$ cat config.mk
export PLATFORM = sky130hd
export DESIGN_NAME = see_device_flat
export DESIGN_NICKNAME = d
export VERILOG_FILES = /design/src/see_pkg.sv /design/src/see_link_if.sv /design/src/see_device.sv /design/src/flat_wrapper.sv
export SDC_FILE = /design/constraint.sdc
export NUM_CORES = 2
export LEC_CHECK = 0
export ABC_AREA = 1
export CAP_MARGIN = 10
export CORE_MARGIN = 1.5
export CORE_UTILIZATION = 35
export CTS_CLUSTER_SIZE = 16
export DETAILED_ROUTE_END_ITERATION = 10
export DONT_BUFFER_PORTS = 1
export GPL_TIMING_DRIVEN = 0
export PLACE_DENSITY = 0.61
export SLEW_MARGIN = 10
export SYNTH_ARGS = -nofsm -noshare
export SYNTH_HDL_FRONTEND = slang
export SYNTH_SLANG_ARGS = --single-unit
export TNS_END_PERCENT = 20
$ cat constraint.sdc
create_clock -name clk -period 5 [get_ports clk]
set_clock_uncertainty 0.2 [all_clocks]
set_input_delay 1 -clock clk [delete_from_list [all_inputs] [get_ports clk]]
set_output_delay 1 -clock clk [all_outputs]
set_load 0.03 [all_outputs]
$ cat src/see_pkg.sv
// Purpose: shared constants for the serial eeprom instruction engine
// Assumes: one system clock at 25 MHz; serial link made by the host end
// Notes: instruction frame is start bit, 4-bit opcode, address, optional data
package see_pkg;
    // ==========================================================
    // organization and frame
    localparam int SEE_ADDR_W8 = 7;
    localparam int SEE_ADDR_W16 = 6;
    localparam int SEE_OPC_W = 4;
    localparam int SEE_MAX_ADDR_W = 7;
    localparam int SEE_MAX_DATA_W = 16;
    localparam int SEE_DEPTH = 128;
    // ==========================================================
    // opcodes
    localparam logic [3:0] SEE_OP_UNLOCK = 4'h3;
    localparam logic [3:0] SEE_OP_LOCK = 4'h0;
    localparam logic [3:0] SEE_OP_BERASE = 4'h2;
    localparam logic [3:0] SEE_OP_BWRITE = 4'h1;
    localparam logic [3:0] SEE_OP_READ = 4'h8;
    localparam logic [3:0] SEE_OP_PROG = 4'h4;
    // ==========================================================
    // timing
    localparam int SEE_CLK_HZ = 25000000;
    localparam int SEE_PROG_TIME_MS = 10;
    localparam int SEE_PROG_CYCLES = SEE_CLK_HZ / 1000 * SEE_PROG_TIME_MS;
    localparam int SEE_SCLK_HZ = 250000;
    localparam int SEE_HALF_CYCLES = SEE_CLK_HZ / SEE_SCLK_HZ / 2;
    // busy low needs this long to cross both synchronisers after select drops
    localparam int SEE_GAP_CYCLES = 8;
    typedef enum logic [2:0] {
        SEE_CMD_READ,
        SEE_CMD_PROG,
        SEE_CMD_UNLOCK,
        SEE_CMD_LOCK,
        SEE_CMD_BERASE,
        SEE_CMD_BWRITE
    } see_cmd_e;
endpackage

$ cat src/see_link_if.sv
// Purpose: serial link between the eeprom device and its controller
// Assumes: chip select, serial clock and data in made by host
// Notes: one modport per end
`timescale 1ns/1ps
`default_nettype none
interface see_link_if;
    logic chipSelect;
    logic serialClock;
    logic serialIn;
    logic serialOut;
    logic readyBusy;
    modport device (input chipSelect, input serialClock, input serialIn,
                    output serialOut, output readyBusy);
    modport host (output chipSelect, output serialClock, output serialIn,
                  input serialOut, input readyBusy);
endinterface
`default_nettype wire

$ cat src/see_device.sv
// Purpose: eeprom device end: decodes instructions, holds the array
// Assumes: link pins are asynchronous, synchronised here on clk
// Notes: org16 chooses 64x16, otherwise 128x8
`timescale 1ns/1ps
`default_nettype none
// Function
// - data out only during read
// - read decodes, loads word into shifter
// - zero dummy bit precedes read data
// - output changes while serial clock high
// - program carries 8/16 data, 7/6 address
// - after last bit, erase then write
// - busy low during program cycle
// - program cycle self-timed internally
// - all-ones program erases one word
// - unlock once; stays until lock
// - read works locked or unlocked
// - bulk erase sets all bits
// - bulk write: zero address, one word
// - busy low during bulk write
module see_device
    import see_pkg::*;
#(
    parameter int PROG_CYCLES = SEE_PROG_CYCLES
) (
    input wire logic clk,
    input wire logic rst_n,
    input wire logic org16,
    see_link_if.device link
);
    typedef enum logic [2:0] {IDLE, HEAD, DATA, RDOUT, BUSY, DONE} see_state_e;
    // ==========================================================
    // synchronisers
    logic [1:0] csSync, skSync, diSync;
    logic skLast;
    always_ff @(posedge clk or negedge rst_n) begin
        if (!rst_n) begin
            csSync <= 2'h0;
            skSync <= 2'h0;
            diSync <= 2'h0;
            skLast <= 1'b0;
        end else begin
            csSync <= {csSync[0], link.chipSelect};
            skSync <= {skSync[0], link.serialClock};
            diSync <= {diSync[0], link.serialIn};
            skLast <= skSync[1];
        end
    end
    wire logic cs = csSync[1];
    wire logic skRise = skSync[1] & ~skLast;
    wire logic di = diSync[1];
    // ==========================================================
    // state and array
    logic [SEE_MAX_DATA_W-1:0] mem [SEE_DEPTH];
    see_state_e state, next_state;
    logic [4:0] cnt, next_cnt;
    logic [10:0] head, next_head;
    logic [SEE_MAX_DATA_W:0] shift, next_shift;
    logic unlocked, next_unlocked;
    logic ready, next_ready;
    logic dout, next_dout;
    logic [31:0] timer, next_timer;
    logic writeAll, next_writeAll;
    logic memWe;
    logic [SEE_MAX_ADDR_W-1:0] memAddr;
    logic [SEE_MAX_DATA_W-1:0] memData;
    logic [4:0] aw, dw;
    logic [3:0] opc;
    logic [SEE_MAX_ADDR_W-1:0] addr;
    always_comb begin
        aw = org16 ? 5'(SEE_ADDR_W16) : 5'(SEE_ADDR_W8);
        dw = org16 ? 5'(SEE_MAX_DATA_W) : 5'(SEE_MAX_DATA_W / 2);
        opc = org16 ? head[9:6] : head[10:7];
        addr = org16 ? {1'b0, head[5:0]} : head[6:0];
    end
    always_comb begin
        next_state = state;
        next_cnt = cnt;
        next_head = head;
        next_shift = shift;
        next_unlocked = unlocked;
        next_ready = ready;
        next_dout = dout;
        next_timer = timer;
        next_writeAll = writeAll;
        memWe = 1'b0;
        memAddr = addr;
        memData = shift[SEE_MAX_DATA_W-1:0];
        unique case (state)
            IDLE: begin
                next_dout = 1'b0;
                if (cs && skRise && di) begin
                    next_state = HEAD;
                    next_cnt = 5'h0;
                    next_head = 11'h0;
                end
            end
            HEAD: if (!cs) begin
                next_state = IDLE;
            end else if (skRise) begin
                next_head = {head[9:0], di};
                next_cnt = cnt + 5'h1;
                if (cnt == aw + 5'(SEE_OPC_W) - 5'h1) begin
                    next_cnt = 5'h0;
                    next_state = DONE;
                    next_writeAll = 1'b0;
                    if ((org16 ? head[8:7] : head[9:8]) == 2'h2) begin
                        // read is never gated by lock state
                        next_shift = {1'b0, mem[org16 ? {1'b0, next_head[5:0]}
                                                      : next_head[6:0]]};
                        if (!org16) next_shift = {1'b0, next_shift[7:0], 8'h00};
                        next_state = RDOUT;
                    end else if ((org16 ? head[8:7] : head[9:8]) == 2'h1
                                 || (org16 ? next_head[9:6] : next_head[10:7])
                                    == SEE_OP_BWRITE) begin
                        next_state = DATA;
                    end
                end
            end
            DATA: if (!cs) begin
                next_state = IDLE;
            end else if (skRise) begin
                next_shift = {shift[SEE_MAX_DATA_W-1:0], di};
                next_cnt = cnt + 5'h1;
                if (cnt == dw - 5'h1) next_state = DONE;
            end
            RDOUT: begin
                // shifter loaded on rise; bit changes while clock is high
                if (!cs) begin
                    next_state = IDLE;
                    next_dout = 1'b0;
                end else if (skRise) begin
                    next_dout = shift[SEE_MAX_DATA_W];
                    next_shift = {shift[SEE_MAX_DATA_W-1:0], 1'b0};
                end
            end
            DONE: if (!cs) begin
                next_state = IDLE;
                unique case (opc)
                    SEE_OP_UNLOCK: next_unlocked = 1'b1;
                    SEE_OP_LOCK: next_unlocked = 1'b0;
                    default: begin
                        if (unlocked && (opc[3:2] == 2'h1 || opc == SEE_OP_BERASE
                                         || opc == SEE_OP_BWRITE)) begin
                            next_state = BUSY;
                            next_ready = 1'b0;
                            next_timer = 32'h0;
                            next_cnt = 5'h0;
                            if (opc == SEE_OP_BERASE) next_shift = 17'h1FFFF;
                            if (!org16) next_shift[15:8] = 8'h00;
                            next_writeAll = opc[3:2] == 2'h0;
                        end
                    end
                endcase
            end
            BUSY: begin
                // erase step then write step, both timed here
                next_timer = timer + 32'h1;
                if (timer == 32'(PROG_CYCLES / 2)) begin
                    memData = {SEE_MAX_DATA_W{1'b1}};
                    memWe = 1'b1;
                end else if (timer == 32'(PROG_CYCLES - 1)) begin
                    memWe = 1'b1;
                    next_ready = 1'b1;
                    next_state = IDLE;
                end
            end
            default: next_state = IDLE;
        endcase
    end
    // ==========================================================
    // registers
    always_ff @(posedge clk or negedge rst_n) begin
        if (!rst_n) begin
            state <= IDLE;
            cnt <= 5'h0;
            head <= 11'h0;
            shift <= 17'h0;
            unlocked <= 1'b0;
            ready <= 1'b1;
            dout <= 1'b0;
            timer <= 32'h0;
            writeAll <= 1'b0;
        end else begin
            state <= next_state;
            cnt <= next_cnt;
            head <= next_head;
            shift <= next_shift;
            unlocked <= next_unlocked;
            ready <= next_ready;
            dout <= next_dout;
            timer <= next_timer;
            writeAll <= next_writeAll;
        end
    end
    always_ff @(posedge clk) begin
        if (memWe) begin
            for (int i = 0; i < SEE_DEPTH; i++) begin
                if (writeAll || i[6:0] == memAddr) mem[i] <= memData;
            end
        end
    end
    assign link.serialOut = dout;
    assign link.readyBusy = ready;
endmodule
`default_nettype wire

$ cat src/flat_wrapper.sv
// flat-port wrapper written by rule: the top's interface ports become plain ports
module see_device_flat import see_pkg::*;
#(
    parameter int PROG_CYCLES = SEE_PROG_CYCLES
)
  (clk, rst_n, org16, link_chipSelect, link_serialClock, link_serialIn, link_serialOut, link_readyBusy);
  see_link_if link_i ();
  input wire logic clk;
  input wire logic rst_n;
  input wire logic org16;
  input wire logic [$bits(link_i.chipSelect)-1:0] link_chipSelect;
  input wire logic [$bits(link_i.serialClock)-1:0] link_serialClock;
  input wire logic [$bits(link_i.serialIn)-1:0] link_serialIn;
  output wire logic [$bits(link_i.serialOut)-1:0] link_serialOut;
  output wire logic [$bits(link_i.readyBusy)-1:0] link_readyBusy;
  assign link_i.chipSelect = link_chipSelect;
  assign link_i.serialClock = link_serialClock;
  assign link_i.serialIn = link_serialIn;
  assign link_serialOut = link_i.serialOut;
  assign link_readyBusy = link_i.readyBusy;
  see_device #(.PROG_CYCLES(PROG_CYCLES)) u_core (.clk(clk), .rst_n(rst_n), .org16(org16), .link(link_i));
endmodule
After elaboration in Yosys (flattened, before gate mapping)
Memories as Yosys holds them, arrays and structs flattened.
Index checks and enable logic that the tools add are counted.
{"block": "word_totals", "register_bits": 79, "latch_bits": 0, "ramBits": 2048, "romBits": 0, "out_inout_bits": 2, "n_memories": 1}
{"name": "u_core.mem", "depth": 128, "width": 16, "rd": 1, "rd_ports_with_merged_regs": 0, "write_ports": 128, "line_no": "see_device.sv:54", "text": "logic [SEE_MAX_DATA_W-1:0] mem [SEE_DEPTH];"}
{"block": "classes", "n_addsub": 5, "multipliers": 0, "div_mod_pow": 0, "magnitude_cmp": 0, "eq_ne": 165, "n_shift": 0, "n_mux": 462, "bitwise": 3, "reduce_logical": 156}
{"operator": "$eq 7x7->1 const A", "count": 64}
{"operator": "$mux 1", "count": 401}
{"operator": "$eq 6x7->1 const A", "count": 32}
{"operator": "$mux 17", "count": 12}
{"operator": "$logic_or 1x1->1", "count": 131}
{"operator": "$eq 5x7->1 const A", "count": 16}
{"operator": "$mux 32", "count": 3}
{"operator": "$pmux 17 s4", "count": 1}
{"operator": "$pmux 32 s2", "count": 1}
{"operator": "$eq 4x7->1 const A", "count": 8}
{"operator": "$mux 5", "count": 10}
{"operator": "$mux 16", "count": 3}
{"operator": "$mux 3", "count": 15}
{"operator": "$mux 11", "count": 3}
{"operator": "$add 32x1->32 const B", "count": 1}
{"operator": "$eq 32x17->1 const B", "count": 1}
{"operator": "$eq 32x18->1 const B", "count": 1}
{"operator": "$eq 3x7->1 const A", "count": 4}
{"operator": "$reduce_and 13->1", "count": 2}
{"operator": "$ne 2x1->1 const B", "count": 12}
{"operator": "$pmux 11 s2", "count": 1}
{"operator": "$pmux 5 s4", "count": 1}
{"operator": "$pmux 3 s6", "count": 1}
{"operator": "$reduce_and 9->1", "count": 2}
{"operator": "36 further kinds", "count": 65}

Logic depth before layout (Yosys ltp)
{"block": "depth", "word_depth": 9, "depth_mapped": 17, "mapped_depth_nobuf": 15}

Worst setup path after synthesis
Ideal clock, no wire load.
{"block": "synth_path", "kind": "register to register", "startpoint": "register u_core.timer[0]", "endpoint": "memory u_core.mem[0][5], data pin", "setup_time_ns": 0.510, "arrival_ns": 2.918, "t_required_ns": 4.290, "setup_slack_ns": 1.372, "stages_incl_launch_ff": 8, "n_path_buf": 1, "period_less_slack_ns": 3.628, "cell_sequence": "dfrtp_1 inv_1 ha_1 nand4_1 nor4_1 nand3_2 clkbuf_1 nand2_1"}
{"item": "start: declaration", "line_no": "see_device.sv:62", "text": "logic [31:0] timer, next_timer;"}
{"item": "start signal: assignment", "line_no": "see_device.sv:192", "text": "timer <= next_timer;"}
{"item": "end: declaration", "line_no": "see_device.sv:54"}

==> impl_summary.md <==
STA
Setup repair after global routing left no endpoint under its margin. The smallest clock period supported by the final layout is computed as 4.839 ns. Measured against its own limit, the worst slew margin works out to -0.02157. The max-slew violation total from the final report is 9. Setup violations remaining at the end of the flow were counted as 0.

The count of final hold-check violations came to 0. At the pin with the least slew margin, the transition time is 1.527 ns. Dividing the final minimum period by the clock period gives 0.9677. The maximum clock rate is 206.7 MHz.

Worst setup path
In this run the worst setup path terminates at u_core.mem[19][13]. Tracing the worst setup path back leads to its startpoint at u_core.head[2]. Traced cell by cell, the critical path runs through clkbuf_1, nor2_2, clkinv_1, buf_2, nor2_1, a21oi_1, nor2_4. In this design, the stage delay of the slowest critical-path cell is 1.09 ns. In this run the critical register-to-register path is launched from u_core.head[2]. The slack of the worst reg-to-reg path is 0.16 ns. The critical path in this run is classified as reg2reg.

The worst endpoint required time is 5.24 ns. STA classifies the critical path endpoint as a register. The capture point of the worst reg-to-reg path is u_core.mem[19][13]. The startpoint class of the critical path is a register. STA puts the critical path data arrival time at 5.08 ns. The slowest stage of the critical path belongs to the cell sky130_fd_sc_hd__nor2_1.

The number of cells on the worst reg-to-reg path is 7. The largest driver fanout on the critical path is 16.

Synth
The sequential cell area fraction in the yosys report is 0.6753. The mapped netlist covers 0.07123 mm2. The synthesized design contains 1536 enable-type register cells. In the synthesized netlist the async set-or-reset flop fraction comes to 0.04892.

Yosys printed 0 warnings. In the synthesized netlist the dominant register cell turns out to be sky130_fd_sc_hd__edfxtp_1. In the synthesized netlist, the number of instances is 7013. The number of distinct library cell variants in the gate-level netlist after synthesis is 46.

The number of nets in the synthesized netlist is 7022. Each instance of the synthesized netlist takes up on average 10.16 um2. After synthesis the netlist holds a flip-flop and latch count of 1615.

Outcome
The flow ran to the end, but the final reports show violations. The final reports fail on capacitance limit, slew limit.

Clock tree
The deepest clock path buffer count is 3. The cell at the root of the clock tree is sky130_fd_sc_hd__clkbuf_16. In this run the number of H-tree levels came out at 4. The TritonCTS sink count is 1615. Once the clock tree was built, the resizer swapped 0 gates to a different size.

The clock transition at the registers of the reported paths is 0.06 ns. Clock latency on the worst-skew pair, taken at its later pin, is 0.85 ns. TritonCTS built the clock tree. In this run, CTS created clock tree buffers numbering 171.

Power and ir drop
The share of total power dissipated in sequential elements is 0.425. The clock network fraction of total power is 0.314. The total power draw is 40270 uW. The portion of total power attributed to combinational logic is 0.261. The internal power of the cells totals 26430 uW. The reported leakage power is 0.03331 uW.

In this run the power density over the cells is 492.4 mW/mm2. The maximum ir drop on the vdd rail is 392.2 uV. The switching power share of the total is 0.3437.

For this design the total switching power over the nets is 13840 uW.

Min path
The path type of the worst min-delay path is reg2reg.

Drt
The remaining number of nets flagged by the antenna check after routing is 0. For this run, the detailed router's first-pass iteration total came to 6. The final layout contains routed wiring with a total length of 225300 um. After the first detailed-routing iteration, the DRC count stood at 5697. The overall via count from detail_route is 50090. The post-detailed-route DRC marker count is 0.

The routed wire length per instance is 22.36 um. The per-cell via count in the routed design is 4.972.

GRT
Global routing finished with a remaining overflow of 0. The number of global-route vias before repair was 46990. The number of antenna violations at the first check in global routing is 10. The first global-routing pass estimated 321500 um of wire. The largest net degree at the start of global routing is 80. Across every metal layer, demand over resource in global routing totals 0.2159.

Placed design
The HPWL after detailed placement is 156300 um. The congestion estimate from routability-driven global placement came to 0.9432. Port buffering added 0 buffers.

Run
The max capacitance violation total is 1.

Final layout
In the layout the commonest cells are sky130_fd_sc_hd__nand2_1, sky130_fd_sc_hd__edfxtp_1, sky130_fd_sc_hd__inv_1. In the final layout, flip-flops and latches occupy 0.04810 mm2. The net count of the finished layout is 7264. The multi-input combinational cell area is 0.01741 mm2.

The layout has 19170 filler cells. The commonest non-fill, non-tap cell in the layout is sky130_fd_sc_hd__nand2_1. Once layout is complete, the utilization of the core stands at 0.4047.

The post-synthesis to final-layout area growth is 14.83%. The fraction of layout cells with a size suffix above 1 is 0.1097.

Floorplan
The floorplan has 165 rows. The total core area is 0.2021 mm2. For this configuration, the core starts out at a cell density of 0.3524. In this run the horizontal extent of the chip is 454.1 um. The die is 454.1 um tall. The die covers 0.2062 mm2. The I/O pin count is 8.
## worst max-delay path, delay by kind of cell (launching register included)
family                 cells  cell delay [ns]
DFF                        1             0.36
buffers and inverters      3             1.44
AOI/OAI and AO/OA          1             0.31
and+or+nand+nor            3             2.09
## per-stage QoR
step / setup slack (ns) / instances / area [um2] / hold slack (ns) / setup TNS [ns]
final: 0.1613 / 10080 / 81790 / 0.1463 / 0
after global routing: 0.2116 / 10070 / 81780 / 0.1552 / 0
after CTS: 0.4104 / 10070 / 81780 / 0.1478 / 0
after detailed placement: 0.4417 / 9749 / 76130 / 0.1347 / 0
after global placement: -2.096 / 9685 / 74570 / 0.1355 / -2192.63
after floorplan: 1.372 / 7013 / 71230 / 0.1312 / 0
## sequential cells by signal, indices dropped and copies added (netlist names), 2 cells and up
signal         flops
u_core.timer      32
u_core.shift      17
u_core.skSync      2
u_core.mem      1536
u_core.csSync      2
u_core.state       3
u_core.head       11
u_core.cnt         5
u_core.diSync      2
## power by group through the flow
stage	combinational, uW	sequential [uW]	clock, uW
after floorplan	5270	17600	0
after global placement	9550	18100	0
after detailed placement	10200	17400	0
after CTS	10300	17100	12800
after global routing	11100	17100	13300
final	10500	17100	12600
## what timing repair did
| item | 4_1_cts | 5_1_grt |
|---|---|---|
| hold buffers | 5 | 0 |
| endpoints found under the hold margin | 82 | 0 |
| buffers inserted | 0 | 0 |
## layer usage
metal,vias to the layer above,global-route usage,share of wire
met3,428,0.04622,0.097
li1,23190,-,-
met2,2400,0.3360,0.45
met4,2,0.08816,0.043
met1,24070,0.2927,0.41
met5,-,0,0.000075
## how the worst min path moves through the flow
stage	startpoint	to	slack [ns]	cells after the start
finish	u_core.csSync[0]	u_core.csSync[1]	0.15	0
global route	u_core.csSync[0]	u_core.csSync[1]	0.16	0
CTS	u_core.csSync[0]	u_core.csSync[1]	0.15	0
detailed placement	u_core.csSync[0]	u_core.csSync[1]	0.13	0
global placement	u_core.skSync[0]	u_core.skSync[1]	0.14	0
floorplan	u_core.csSync[0]	u_core.csSync[1]	0.13	0
## final cells by class
type,instances,area share
inverters,1189,0.05461
repair buffers,69,0.01490
well taps,2672,0.04087
diodes,4,0.0001224
plain buffers,328,0.02027
multi-input cells,3881,0.2129
flip-flops and latches,1615,0.5881
clock buffers,231,0.05605
clock inverters,86,0.01218
## cell usage after synthesis (2+ instances only)
master	number	area [um2]
sky130_fd_sc_hd__nand2_1	1691	6347
sky130_fd_sc_hd__edfxtp_1	1536	46120
sky130_fd_sc_hd__inv_1	1176	4414
sky130_fd_sc_hd__nor2_1	811	3044
sky130_fd_sc_hd__nand3_1	647	3238
sky130_fd_sc_hd__a21oi_1	209	1046
sky130_fd_sc_hd__buf_2	181	905.9
sky130_fd_sc_hd__or2_2	150	938.4
sky130_fd_sc_hd__o21ai_0	88	440.4
sky130_fd_sc_hd__o211ai_1	81	608.1
sky130_fd_sc_hd__dfrtp_1	78	1952
sky130_fd_sc_hd__clkbuf_1	75	281.5
sky130_fd_sc_hd__buf_4	45	337.8
sky130_fd_sc_hd__nand4_1	40	250.2
sky130_fd_sc_hd__nor3_1	38	190.2
sky130_fd_sc_hd__o21ai_1	28	140.1
sky130_fd_sc_hd__o22ai_1	26	162.7
sky130_fd_sc_hd__buf_1	22	82.58
sky130_fd_sc_hd__xor2_1	15	131.4
sky130_fd_sc_hd__nor4_1	11	68.82
sky130_fd_sc_hd__or2_0	10	62.56
sky130_fd_sc_hd__inv_2	8	30.03
sky130_fd_sc_hd__nor2_2	5	31.28
sky130_fd_sc_hd__nor2_4	5	56.30
sky130_fd_sc_hd__a31oi_1	4	25.02
sky130_fd_sc_hd__buf_6	4	45.04
sky130_fd_sc_hd__clkinv_1	3	11.26
sky130_fd_sc_hd__ha_1	3	37.54
sky130_fd_sc_hd__o21a_1	3	22.52
sky130_fd_sc_hd__nand2_2	2	12.51
sky130_fd_sc_hd__nand3_2	2	20.02
sky130_fd_sc_hd__o31ai_1	2	15.01
## logic make-up after synthesis
kind of cell / Yosys count / synth area share
simple gates: 3419 / 0.2014
flops: 1615 / 0.6753
buf+inv: 1517 / 0.08599
compound gates: 443 / 0.03476
xor+xnor: 16 / 0.001968
fa+ha+maj: 3 / 0.0005270
Note: power is estimated with default switching activity, not from simulation.
